`config.mk`:
```
export PLATFORM = sky130hd
export DESIGN_NAME = crv_irq_vector
export DESIGN_NICKNAME = d
export VERILOG_FILES = /design/src/hw/crv_pkg.sv /design/src/hw/crv_irq_vector.sv /design/src/hw/crv_result_mem.sv
export SDC_FILE = /design/constraint.sdc
export NUM_CORES = 1
export LEC_CHECK = 0
export ABC_AREA = 1
export BUFFER_PORTS_ARGS = -buffer_cell sky130_fd_sc_hd__buf_2
export CORE_MARGIN = 5
export CORE_UTILIZATION = 60
export DETAILED_ROUTE_END_ITERATION = 12
export PLACE_DENSITY = 0.8
export SYNTH_ARGS = -nofsm -noshare
export SYNTH_HDL_FRONTEND = slang
export SYNTH_SLANG_ARGS = --single-unit
```
`constraint.sdc`:
```
create_clock -name pclk -period 1.7 [get_ports pclk]
set_input_delay 0.17 -clock pclk [delete_from_list [all_inputs] [get_ports pclk]]
set_output_delay 0.17 -clock pclk [all_outputs]
set_load 0.02 [all_outputs]
```
`src/hw/crv_pkg.sv`:
```
/*
 * Constants for the conversion-result flag and interrupt vector block:
 * register offsets, field positions, reset values and vector codes.
 * Assumes a 32-bit APB with byte addresses and one register per word.
 */
package crv_pkg;

	// =====================================================================
	// sizes
	localparam int CRV_SLOTS = 16;
	localparam int CRV_SLOT_W = 4;
	localparam int CRV_RES_W = 16;
	localparam int CRV_ADDR_W = 12;
	localparam int CRV_REG_W = 16;

	// =====================================================================
	// register byte offsets
	localparam logic [11:0] CRV_OFS_FLAG = 12'h000;
	localparam logic [11:0] CRV_OFS_ENABLE = 12'h004;
	localparam logic [11:0] CRV_OFS_VECTOR = 12'h008;
	localparam logic [11:0] CRV_OFS_STATUS = 12'h00C;
	localparam logic [11:0] CRV_OFS_MASK = 12'h010;
	// result slots: base plus four bytes per slot
	localparam logic [11:0] CRV_OFS_SLOT_BASE = 12'h040;
	localparam logic [11:0] CRV_OFS_SLOT_LAST = 12'h07C;

	// =====================================================================
	// reset values
	localparam logic [15:0] CRV_FLAG_RST = 16'h0000;
	localparam logic [15:0] CRV_ENABLE_RST = 16'h0000;
	localparam logic [15:0] CRV_VECTOR_RST = 16'h0000;
	localparam logic [1:0] CRV_STATUS_RST = 2'h0;
	localparam logic [1:0] CRV_MASK_RST = 2'h0;

	// =====================================================================
	// status and mask layout
	localparam int CRV_ST_RES_OVF = 0;
	localparam int CRV_ST_TIME_OVF = 1;
	localparam int CRV_ST_W = 2;

	// =====================================================================
	// vector field: bits 5..1 carry the value, others read zero
	localparam int CRV_VEC_LSB = 1;
	localparam int CRV_VEC_MSB = 5;
	localparam logic [15:0] CRV_VEC_MASK = 16'h003E;
	localparam logic [15:0] CRV_VEC_NONE = 16'h0000;
	localparam logic [15:0] CRV_VEC_RES_OVF = 16'h0002;
	localparam logic [15:0] CRV_VEC_TIME_OVF = 16'h0004;
	localparam logic [15:0] CRV_VEC_SLOT0 = 16'h0006;
	localparam logic [15:0] CRV_VEC_SLOT_LAST = 16'h0024;

endpackage

```
`src/hw/crv_irq_vector.sv`:
```
/*
 * Conversion-result flag, enable and interrupt vector logic with the
 * result memory behind it, reached over APB.
 * Assumes converter inputs synchronous to pclk and an APB master that
 * holds each request until pready.
 */
// Summary of operation
// - writing slot n's result sets flag n
// - reading slot n clears its flag
// - software writes flag register; reset zero
// - sixteen flag bits, bit n is slot n
// - vector codes by priority, overflow first
// - vector read-only, only bits 5..1 used
// - per-flag enable gates interrupt, reset zero
`timescale 1ns/1ps

module crv_irq_vector
#(
	parameter int RES_W = crv_pkg::CRV_RES_W,
	parameter int SLOTS = crv_pkg::CRV_SLOTS
)
(
	// clock and reset
	input wire logic pclk,
	input wire logic presetn,
	// apb slave
	input wire logic psel,
	input wire logic penable,
	input wire logic pwrite,
	input wire logic [crv_pkg::CRV_ADDR_W-1:0] paddr,
	input wire logic [31:0] pwdata,
	input wire logic [3:0] pstrb,
	output logic [31:0] prdata,
	output logic pready,
	output logic pslverr,
	// converter result port
	input wire logic res_valid,
	input wire logic [crv_pkg::CRV_SLOT_W-1:0] res_slot,
	input wire logic [RES_W-1:0] res_data,
	input wire logic conv_time_ovf,
	// interrupt request
	output logic irq
);
	import crv_pkg::*;

	// =====================================================================
	// state
	logic [SLOTS-1:0] flag_reg;
	logic [SLOTS-1:0] flag_next;
	logic [SLOTS-1:0] enable_reg;
	logic [CRV_ST_W-1:0] status_reg;
	logic [CRV_ST_W-1:0] status_next;
	logic [CRV_ST_W-1:0] mask_reg;
	logic [15:0] vector_reg;
	logic [15:0] vector_next;
	logic [31:0] prdata_reg;
	logic pready_reg;
	logic pslverr_reg;
	logic irq_reg;
	logic irq_next;
	logic [RES_W-1:0] mem_rd_data;

	// =====================================================================
	// bus decode
	logic access;
	logic done;
	logic wr_done;
	logic rd_done;
	logic hit_slot;
	logic hit_reg;
	logic [CRV_SLOT_W-1:0] bus_slot;
	logic [SLOTS-1:0] set_vec;
	logic [SLOTS-1:0] read_clr;
	logic res_ovf_evt;
	logic sel_flag;
	logic sel_enable;
	logic sel_status;
	logic sel_mask;

	// register decode ignores the byte lanes of the address
	function automatic logic [CRV_ADDR_W-1:0] word_of(input logic [CRV_ADDR_W-1:0] a);
		word_of = {a[CRV_ADDR_W-1:2], 2'h0};
	endfunction

	// the slot window is word aligned; byte address bits 1..0 are ignored
	function automatic logic in_slots(input logic [CRV_ADDR_W-1:0] a);
		in_slots = (a >= CRV_OFS_SLOT_BASE) && (a <= CRV_OFS_SLOT_LAST + 12'h003);
	endfunction

	function automatic logic is_reg(input logic [CRV_ADDR_W-1:0] a);
		logic [CRV_ADDR_W-1:0] w;
		w = word_of(a);
		is_reg = (w == CRV_OFS_FLAG) || (w == CRV_OFS_ENABLE) || (w == CRV_OFS_VECTOR)
			|| (w == CRV_OFS_STATUS) || (w == CRV_OFS_MASK);
	endfunction

	function automatic logic [SLOTS-1:0] onehot(input logic [CRV_SLOT_W-1:0] n);
		onehot = '0;
		onehot[n] = 1'b1;
	endfunction

	// priority encoder: overflow, then time overflow, then lowest slot
	function automatic logic [15:0] encode_vector(
		input logic [CRV_ST_W-1:0] st,
		input logic [SLOTS-1:0] pend
	);
		logic [15:0] v;
		v = CRV_VEC_NONE;
		if (st[CRV_ST_RES_OVF])
		begin
			v = CRV_VEC_RES_OVF;
		end
		else if (st[CRV_ST_TIME_OVF])
		begin
			v = CRV_VEC_TIME_OVF;
		end
		else
		begin
			for (int i = SLOTS - 1; i >= 0; i--)
			begin
				if (pend[i])
				begin
					v = CRV_VEC_SLOT0 + 16'(2 * i);
				end
			end
		end
		encode_vector = v & CRV_VEC_MASK;
	endfunction

	assign access = psel && penable;
	assign done = access && pready_reg;
	assign hit_slot = in_slots(paddr);
	assign hit_reg = is_reg(paddr);
	assign bus_slot = CRV_SLOT_W'((paddr - CRV_OFS_SLOT_BASE) >> 2);
	assign wr_done = done && pwrite && !pslverr_reg;
	assign rd_done = done && !pwrite && !pslverr_reg;
	assign sel_flag = (word_of(paddr) == CRV_OFS_FLAG);
	assign sel_enable = (word_of(paddr) == CRV_OFS_ENABLE);
	assign sel_status = (word_of(paddr) == CRV_OFS_STATUS);
	assign sel_mask = (word_of(paddr) == CRV_OFS_MASK);

	// =====================================================================
	// result memory
	crv_result_mem #(
		.WIDTH(RES_W),
		.DEPTH(SLOTS),
		.AW(CRV_SLOT_W)
	) crv_result_mem_i (
		.pclk(pclk),
		.presetn(presetn),
		.wr_en(res_valid),
		.wr_addr(res_slot),
		.wr_data(res_data),
		.rd_en(psel && !penable),
		.rd_addr(bus_slot),
		.rd_data_reg(mem_rd_data)
	);

	// =====================================================================
	// apb handshake
	// one wait state: the first access cycle samples decode and memory
	// data into flops, pready rises for the second
	always_ff @(posedge pclk or negedge presetn)
	begin
		if (!presetn)
		begin
			pready_reg <= 1'b0;
			pslverr_reg <= 1'b0;
		end
		else if (access && !pready_reg)
		begin
			pready_reg <= 1'b1;
			// slots are read-only from the bus
			pslverr_reg <= !(hit_reg || (hit_slot && !pwrite));
		end
		else
		begin
			pready_reg <= 1'b0;
			pslverr_reg <= 1'b0;
		end
	end

	always_ff @(posedge pclk or negedge presetn)
	begin
		if (!presetn)
		begin
			prdata_reg <= '0;
		end
		else if (access && !pready_reg && !pwrite)
		begin
			if (hit_slot)
			begin
				prdata_reg <= 32'(mem_rd_data);
			end
			else
			begin
				case (word_of(paddr))
					CRV_OFS_FLAG: prdata_reg <= 32'(flag_reg);
					CRV_OFS_ENABLE: prdata_reg <= 32'(enable_reg);
					CRV_OFS_VECTOR: prdata_reg <= 32'(vector_reg);
					CRV_OFS_STATUS: prdata_reg <= 32'(status_reg);
					CRV_OFS_MASK: prdata_reg <= 32'(mask_reg);
					default: prdata_reg <= 32'h00000000;
				endcase
			end
		end
	end

	// =====================================================================
	// result flags
	assign set_vec = res_valid ? onehot(res_slot) : '0;
	assign read_clr = (rd_done && hit_slot) ? onehot(bus_slot) : '0;

	// a new result always wins over a clear in the same cycle
	always_comb
	begin
		flag_next = flag_reg & ~read_clr;
		if (wr_done && sel_flag)
		begin
			// only the written byte lanes change
			for (int b = 0; b < SLOTS / 8; b++)
			begin
				if (pstrb[b])
				begin
					flag_next[b*8 +: 8] = pwdata[b*8 +: 8];
				end
			end
		end
		flag_next = flag_next | set_vec;
	end

	always_ff @(posedge pclk or negedge presetn)
	begin
		if (!presetn)
		begin
			flag_reg <= CRV_FLAG_RST[SLOTS-1:0];
		end
		else
		begin
			flag_reg <= flag_next;
		end
	end

	// =====================================================================
	// flag enables
	always_ff @(posedge pclk or negedge presetn)
	begin
		if (!presetn)
		begin
			enable_reg <= CRV_ENABLE_RST[SLOTS-1:0];
		end
		else if (wr_done && sel_enable)
		begin
			for (int b = 0; b < SLOTS / 8; b++)
			begin
				if (pstrb[b])
				begin
					enable_reg[b*8 +: 8] <= pwdata[b*8 +: 8];
				end
			end
		end
	end

	// =====================================================================
	// overflow status, write one to clear
	// a result landing on a slot still flagged overwrote unread data
	assign res_ovf_evt = res_valid && flag_reg[res_slot] && !read_clr[res_slot];

	always_comb
	begin
		status_next = status_reg;
		if (wr_done && pstrb[0] && sel_status)
		begin
			status_next = status_next & ~pwdata[CRV_ST_W-1:0];
		end
		if (res_ovf_evt)
		begin
			status_next[CRV_ST_RES_OVF] = 1'b1;
		end
		if (conv_time_ovf)
		begin
			status_next[CRV_ST_TIME_OVF] = 1'b1;
		end
	end

	always_ff @(posedge pclk or negedge presetn)
	begin
		if (!presetn)
		begin
			status_reg <= CRV_STATUS_RST;
		end
		else
		begin
			status_reg <= status_next;
		end
	end

	always_ff @(posedge pclk or negedge presetn)
	begin
		if (!presetn)
		begin
			mask_reg <= CRV_MASK_RST;
		end
		else if (wr_done && pstrb[0] && sel_mask)
		begin
			mask_reg <= pwdata[CRV_ST_W-1:0];
		end
	end

	// =====================================================================
	// vector and interrupt
	// both follow the registered state one cycle later, so a read of the
	// vector right after a flag change may still show the old source
	assign vector_next = encode_vector(status_reg & mask_reg, flag_reg & enable_reg);
	assign irq_next = |(status_reg & mask_reg) || |(flag_reg & enable_reg);

	always_ff @(posedge pclk or negedge presetn)
	begin
		if (!presetn)
		begin
			vector_reg <= CRV_VECTOR_RST;
		end
		else
		begin
			vector_reg <= vector_next;
		end
	end

	always_ff @(posedge pclk or negedge presetn)
	begin
		if (!presetn)
		begin
			irq_reg <= 1'b0;
		end
		else
		begin
			irq_reg <= irq_next;
		end
	end

	// =====================================================================
	// outputs
	assign prdata = prdata_reg;
	assign pready = pready_reg;
	assign pslverr = pslverr_reg;
	assign irq = irq_reg;

endmodule

```
`src/hw/crv_result_mem.sv`:
```
/*
 * Result memory: one word per conversion slot, one write port for the
 * converter and one registered read port for the register bus.
 * Assumes a single clock; the array itself is not reset.
 */
`timescale 1ns/1ps

module crv_result_mem
#(
	parameter int WIDTH = 16,
	parameter int DEPTH = 16,
	parameter int AW = 4
)
(
	// clock and reset
	input wire logic pclk,
	input wire logic presetn,
	// write side
	input wire logic wr_en,
	input wire logic [AW-1:0] wr_addr,
	input wire logic [WIDTH-1:0] wr_data,
	// read side
	input wire logic rd_en,
	input wire logic [AW-1:0] rd_addr,
	output logic [WIDTH-1:0] rd_data_reg
);

	// =====================================================================
	// storage
	logic [WIDTH-1:0] mem [DEPTH];

	always_ff @(posedge pclk)
	begin
		if (wr_en)
		begin
			mem[wr_addr] <= wr_data;
		end
	end

	// =====================================================================
	// registered read
	always_ff @(posedge pclk or negedge presetn)
	begin
		if (!presetn)
		begin
			rd_data_reg <= '0;
		end
		else if (rd_en)
		begin
			rd_data_reg <= mem[rd_addr];
		end
	end

endmodule

```
==> results of run 1 <==
## logic make-up after synthesis
family,Yosys count
compound gates,216
buf+inv,131
flops,332
simple gates,479
other cells,1
## worst max path at each step
stage / startpoint / to / slack [ns] / cells after the start
2_1_floorplan: res_slot[1] / crv_result_mem_i.mem[13][0]$_DFFE_PP_ / -0.20 / 4
4_1_cts: pready$_DFF_PN0_ / prdata[5]$_DFFE_PN0P_ / 0.1 / 6
3_5_place_dp: paddr[11] / status_reg[0]$_DFFE_PN0P_ / -0.04 / 14
3_3_place_gp: paddr[2] / status_reg[0]$_DFFE_PN0P_ / 0.006 / 13
5_1_grt: pready$_DFF_PN0_ / flag_reg[2]$_DFF_PN0_ / -0.03 / 7
6_report: pready$_DFF_PN0_ / prdata[5]$_DFFE_PN0P_ / 0.06 / 6
## cells in the final DEF (no fill, tap or decap), types with 37 or more instances in the layout
master | netlist | final
a31oi_1 | 57 | 57
dfrtp_1 | 76 | 76
nand2_1 | 230 | 230
buf_4 | 17 | 58
buf_2 | 30 | 72
edfxtp_1 | 256 | 256
nand3_1 | 121 | 121
a22oi_1 | 68 | 68
dlygate4sd3_1 | 0 | 37
nor2_1 | 87 | 69
inv_1 | 49 | 49
## routing by layer
metal | vias to the layer above | part of all wire (%) | global-route usage (%)
li1 | 4560 | - | -
met3 | 126 | 10 | 4.77
met4 | 0 | 4.1 | 10.6
met5 | - | 0 | 0
met1 | 4968 | 36 | 37.9
met2 | 663 | 50 | 49.1
## worst register-to-register path, stage by stage, from the launching register on
cell and delay (ns):
dfrtp_1 0.40, nor2_1 0.15, inv_1 0.07, nor2_1 0.16, inv_2 0.20, a21oi_1 0.35, a41oi_1 0.17
## repair_timing
action	CTS	global route
gates resized for setup	0	3
setup endpoints to repair	0	7
hold buffers	37	0
endpoints found under the hold margin	369	0
## through the flow
stage          power (mW)  std cells  area, um2  hold slack (ns)  util, %
6_report             18.3       1636      16700           0.0449     73.6
5_1_grt              18.9       1636      16700           0.0697     73.6
4_1_cts              18.3       1636      16700           0.0322     73.6
3_5_place_dp         10.9       1541      15200            0.168     67.0
3_3_place_gp         10.9       1541      15200            0.165     67.0
2_1_floorplan        10.2       1174      13900           -0.126        -
## power breakdown
part | switching, mW | internal, mW | total [mW]
sequential | 0.240 | 9.08 | 9.32
combinational | 0.989 | 0.568 | 1.56
clock | 2.97 | 4.48 | 7.45
## area by class of cell
cell class | count | area, um2 | share of cell area, %
inverter | 56 | 213 | 1.28
clock inverter | 19 | 293 | 1.76
multi-input combinational | 711 | 3680 | 22.1
clock buffer | 39 | 816 | 4.90
tap | 285 | 357 | 2.14
sequential | 332 | 9590 | 57.6
timing repair buffer | 194 | 1710 | 10.2
==> results.toml, run 1 <==
[run_status]
status = "finished, final reports clean"

[synth]
yosys.area_share.simple_pct = 15.2
yosysUniqueCellTypes = 37
synthXorXnorAreaFrac_pct = 0
synth_top_family_by_area = "simple AND/OR/NAND/NOR gates"
synth_top_area_cell = "edfxtp_1"
synthMuxAreaShare_pct = 0
synth.top_cell.area_share_pct = 55.8
synth.most_common_cell = "edfxtp_1"
yosys-top-cells-count = "256 x edfxtp_1, 230 x nand2_1, 121 x nand3_1"
postSynthCellCount = 1159
synth_ff_type = "edfxtp_1"
ys_warn_count = 0
synth_seq_cells = 332
synth_adder_area_share_pct = 0
synth_compound_area_share_pct = 10.7
netlist_area_um2 = 13800
syn_area_per_cell_um2 = 11.9
synth_edf_count = 256
synthTopCellsByArea = "edfxtp_1 56%, dfrtp_1 14%, nand2_1 6.3%"
async_flop_share_pct = 22.9
synth-seq-area-share_pct = 69.6

[global_route]
gr-total-overflow = 0
antenna_found_initial = 0
grt_pass1_wl_um = 57700
grtUsageTotal_pct = 28.9
grt_start_max_net_pins = 62
grt_pass1_vias = 10111

[worst_setup_path]
ff2ff_path_depth = 6
rr_startpoint = "pready$_DFF_PN0_"
cp-end-kind = "flop"
critical_path_class = "flop to flop"
worstPathArrival_ns = 2.07
worstPathMaxFanout = 18
crit_chain = "nor2_1, inv_1, nor2_1, inv_2, a21oi_1, a41oi_1"
start_kind = "flop"
rrSetupSlack_ns = 0.06
critPathMaxStageDelay_ns = 0.40
crit_top_cell = "nor2_1"
cp_slowest_cell = "dfrtp_1"
reg2reg_to = "prdata[5]$_DFFE_PN0P_"
cp_num_buf_inv = 2
cp_top_family = "compound AO/OA/AOI/OAI gates"
cp.required_ns = 2.13

[floorplanning]
die_x_um = 162
dieArea_um2 = 26100
core_area_um2 = 22600
initial_core_util_pct = 60.9
die_h_um = 162
ioPinCount = 110
num_rows = 55

[layout]
largest_register = "crv_result_mem_i.mem"
antenna_cells = 0
area.growth.synth_to_final_pct = 20.9
largest_register_ffs = 256
nFillCells = 1438
drive_gt1_share_pct = 18.2
nets = 1401

[drt]
drtIter0Drc = 1162
via_per_inst = 6.31
wire_per_inst_um = 23.1
vias = 10317
route.antenna.remaining_nets = 0
drc = 0
firstDrtPassIters = 6
routed_wl_um = 37900

[timing]
hold_viol_final = 0
fin_crit_sh_pct = 96.3
worst_slack_ns = 0.0622
slew_violations = 0
fin_skew_ns = 0.0122
finalSetupViolCount = 0
rsz0062_at_grt = "yes"
period_minus_slack_ns = 1.64
fmaxAchievable_mhz = 611
slew-limit-headroom_pct = 66.5
setup_tns_ns = 0
tightest_slew_ns = 0.502

[worst_hold_path]
hp-start = "pwrite"
hold_path_depth = 5
hold-path-endpoint = "pslverr$_DFF_PN0_"
hold_class = "input port to flop"

[power_and_ir_drop]
vdd_drop_max_mv = 0.981
powerDensity_nw_per_um2 = 1100
leakage_nw = 6.24

[clocking]
cts.sinks = 332
root_buffer = "clkbuf_16"
cts_setup_buffers = 0
clock_latency_ns = 0.58
path_clk_slew_ns = 0.07
cts_tree = "yes"
cts_max_level = 1
numCtsBuffers = 31
cts_buffer_depth = 3

[flow_run]
drv_cap = 0

[placement]
preCtsSetupSlack_ns = -0.0425
hpwl_um = 23200
routabilityCongestion = 0.948
port_buffers = 73
No activity file was read; power rests on OpenSTA's default activity.
==> run 2: changes to the inputs <==
--- a/config.mk
+++ b/config.mk
@@ -5,8 +5,8 @@
 export SDC_FILE = /design/constraint.sdc
 export NUM_CORES = 1
 export LEC_CHECK = 0
-export ABC_AREA = 1
 export BUFFER_PORTS_ARGS = -buffer_cell sky130_fd_sc_hd__buf_2
+export CAP_MARGIN = 20
 export CORE_MARGIN = 5
 export CORE_UTILIZATION = 60
 export DETAILED_ROUTE_END_ITERATION = 12
==> run 2 against run 1 <==
  * Critical path depth fell by 2
  * Wire length fell by 8.2%
  * Sequential share of layout area fell by 0.29 points
  * Global-route usage fell by 1.5 points
  * Clock power fell by 2%
  * Fmax fell by 1.4%
  * Clock-buffer cell count rose by 5
  * Die area fell by 0.15%
  * Cell area rose by 0.51%
  * Combinational power fell by 4%
  * Hold slack got worse by 0.0070 ns
  * Setup slack got worse by 0.024 ns
  * Largest power group unchanged
==> results.toml, run 2 <==
[timing]
tightest_slew_ns = 0.564
fmaxAchievable_mhz = 602
fin_skew_ns = 0.0147
setup_tns_ns = 0
fin_crit_sh_pct = 97.7
period_minus_slack_ns = 1.66
slew-limit-headroom_pct = 62.4
hold_viol_final = 0
rsz0062_at_grt = "yes"
timing.hold.ws_ns = 0.0379
finalSetupViolCount = 0
slew_violations = 0

[floorplanning]
initial_core_util_pct = 60.8
die_x_um = 161
core_area_um2 = 22600
num_rows = 55
die_h_um = 161
dieArea_um2 = 26100
ioPinCount = 110

[placement]
hpwl_um = 22000
routabilityCongestion = 0.983
port_buffers = 73
placedCellCount = 1215

[power_and_ir_drop]
powerDensity_nw_per_um2 = 1080
intPower_mw = 14.0
seqPwrFrac_pct = 51.5
pwr-share-clk_pct = 40.2
switching_power_mw = 4.09
vdd_drop_max_mv = 0.983
p_sw_share_pct = 22.6
leakage_nw = 6.17
pwr-share-comb_pct = 8.3

[drt]
routed_wl_um = 34800
drc = 0
route.antenna.remaining_nets = 0
wire_per_inst_um = 26.8
vias = 8447
drtIter0Drc = 904
firstDrtPassIters = 6
via_per_inst = 6.51

[synth]
syn_area_per_cell_um2 = 17.0
synthTopCellsByArea = "edfxtp_1 56%, dfrtp_1 14%, mux4_2 11%"
async_flop_share_pct = 22.9
synth.most_common_cell = "edfxtp_1"
synth_top_area_cell = "edfxtp_1"
yosysUniqueCellTypes = 55
synth_edf_count = 256
postSynthCellCount = 810
synth_seq_cells = 332
ys_warn_count = 0
synth.top_cell.area_share_pct = 55.9
synth-seq-area-share_pct = 69.7
synth_ff_type = "edfxtp_1"
yosys-top-cells-count = "256 x edfxtp_1, 76 x dfrtp_1, 67 x mux4_2"
netlist_area_um2 = 13800

[clocking]
clock_latency_ns = 0.52
cts_max_level = 2
cts_tree = "yes"
cts_setup_buffers = 0
cts.sinks = 332
root_buffer = "clkbuf_16"
numCtsBuffers = 34
cts_buffer_depth = 3
path_clk_slew_ns = 0.06

[layout]
final_cells = 1297
drive_gt1_share_pct = 35.2
area.growth.synth_to_final_pct = 21.7
largest_register = "crv_result_mem_i.mem"
utilization_pct = 73.9
seq_area_um2 = 9590
multi_input_area_um2 = 4050
largest_register_ffs = 256
mostFrequentLayoutCells = "256 x edfxtp_1, 75 x dfrtp_1, 71 x buf_4"
layout_commonest_cell = "edfxtp_1"
nFillCells = 1255
nets = 1061

[worst_setup_path]
worstPathArrival_ns = 2.05
cp-end-kind = "flop"
critical_path_class = "flop to flop"
cp.required_ns = 2.09
start_kind = "flop"
worstPathMaxFanout = 17

[worst_hold_path]
hold_class = "input port to flop"

[flow_run]
drv_cap = 0

[run_status]
status = "finished, final reports clean"

[global_route]
antenna_found_initial = 2
grtUsageTotal_pct = 27.4
gr-total-overflow = 0
grt_start_max_net_pins = 43
grt_pass1_wl_um = 53200
grt_pass1_vias = 8743
[run 2: cell count changes in the layout (fill, tap and decap cells not counted), sizes merged, moves of 17 or more]
cell         previous run  this run
a22oi                  68         7
a31oi                  57         5
dlygate4sd3            37        20
inv                    55         9
mux2                    0        34
mux2i                   0        23
mux4                    0        67
nand2                 233        52
nand3                 122        20
nor2                   94        31
o21ai                  32        12
[run 2: power groups by stage]
stage,logic [mW],registers [mW],clock network [mW]
global route,1.62,9.35,7.77
global placement,1.41,9.47,0
finish,1.50,9.33,7.28
CTS,1.50,9.32,7.38
floorplan,0.792,9.45,0
detailed placement,1.44,9.48,0
[run 2: kinds of logic after synthesis]
| logic type | synth area share (%) |
|---|---|
| AOI/OAI and AO/OA | 5.18 |
| xor gates and xnor gates | 0.255 |
| and+or+nand+nor | 6.69 |
| buffers and inverters | 2.52 |
| other | 0.0273 |
| DFF | 69.7 |
| muxes | 15.6 |
[run 2: worst paths after layout]
path	startpoint	end	slack (ns)	cells past startpoint
max	pslverr$_DFF_PN0_	enable_reg[12]$_DFFE_PN0P_	0.04	4
min	res_data[4]	crv_result_mem_i.mem[13][4]$_DFFE_PP_	0.04	1
max reg2reg	pslverr$_DFF_PN0_	enable_reg[12]$_DFFE_PN0P_	0.04	4
min reg2reg	prdata[2]$_DFFE_PN0P_	prdata[2]$_DFFE_PN0P_	0.49	2
max in group asynchronous	presetn	vector_reg[1]$_DFF_PN0_	0.92	3
min in group asynchronous	presetn	prdata[10]$_DFFE_PN0P_	0.19	2
[run 2: what timing repair did]
item,in CTS,in global routing
gates resized for setup,1,1
hold buffers,20,0
hold endpoints to repair,74,0
pin swaps,0,0
endpoints found under the setup margin,1,7
[run 2: area by class of cell]
| type | count | share of cell area [%] |
|---|---|---|
| inverters | 7 | 0.157 |
| clock buffers | 44 | 5.49 |
| clock inverters | 17 | 1.02 |
| multi-input cells | 423 | 24.2 |
| diodes | 1 | 0.0149 |
| repair buffers | 188 | 9.70 |
| well taps | 285 | 2.13 |
| flip-flops and latches | 332 | 57.3 |
[run 2: per-layer routing]
metal	vias to the layer above	share of wire, %	GRT usage [%]
met4	2	3.3	10.0
li1	3571	-	-
met2	512	49	44.1
met3	89	9.5	5.82
met5	-	0.037	0
met1	4273	38	37.6
[run 2: critical path, stage by stage, from the launching register on]
cell     delay [ns]
dfrtp_1        0.37
and4b_1        0.28
buf_4          0.24
nand4_2        0.28
mux2_2         0.37
[run 2: per-stage QoR]
step	worst slack, ns	area (um2)	power (mW)
after CTS	0.0479	16700	18.2
after global placement	-0.310	15400	10.9
after detailed placement	-0.390	15400	10.9
after global routing	-0.00773	16700	18.7
after floorplan	-0.351	14100	10.2
final	0.0385	16700	18.1
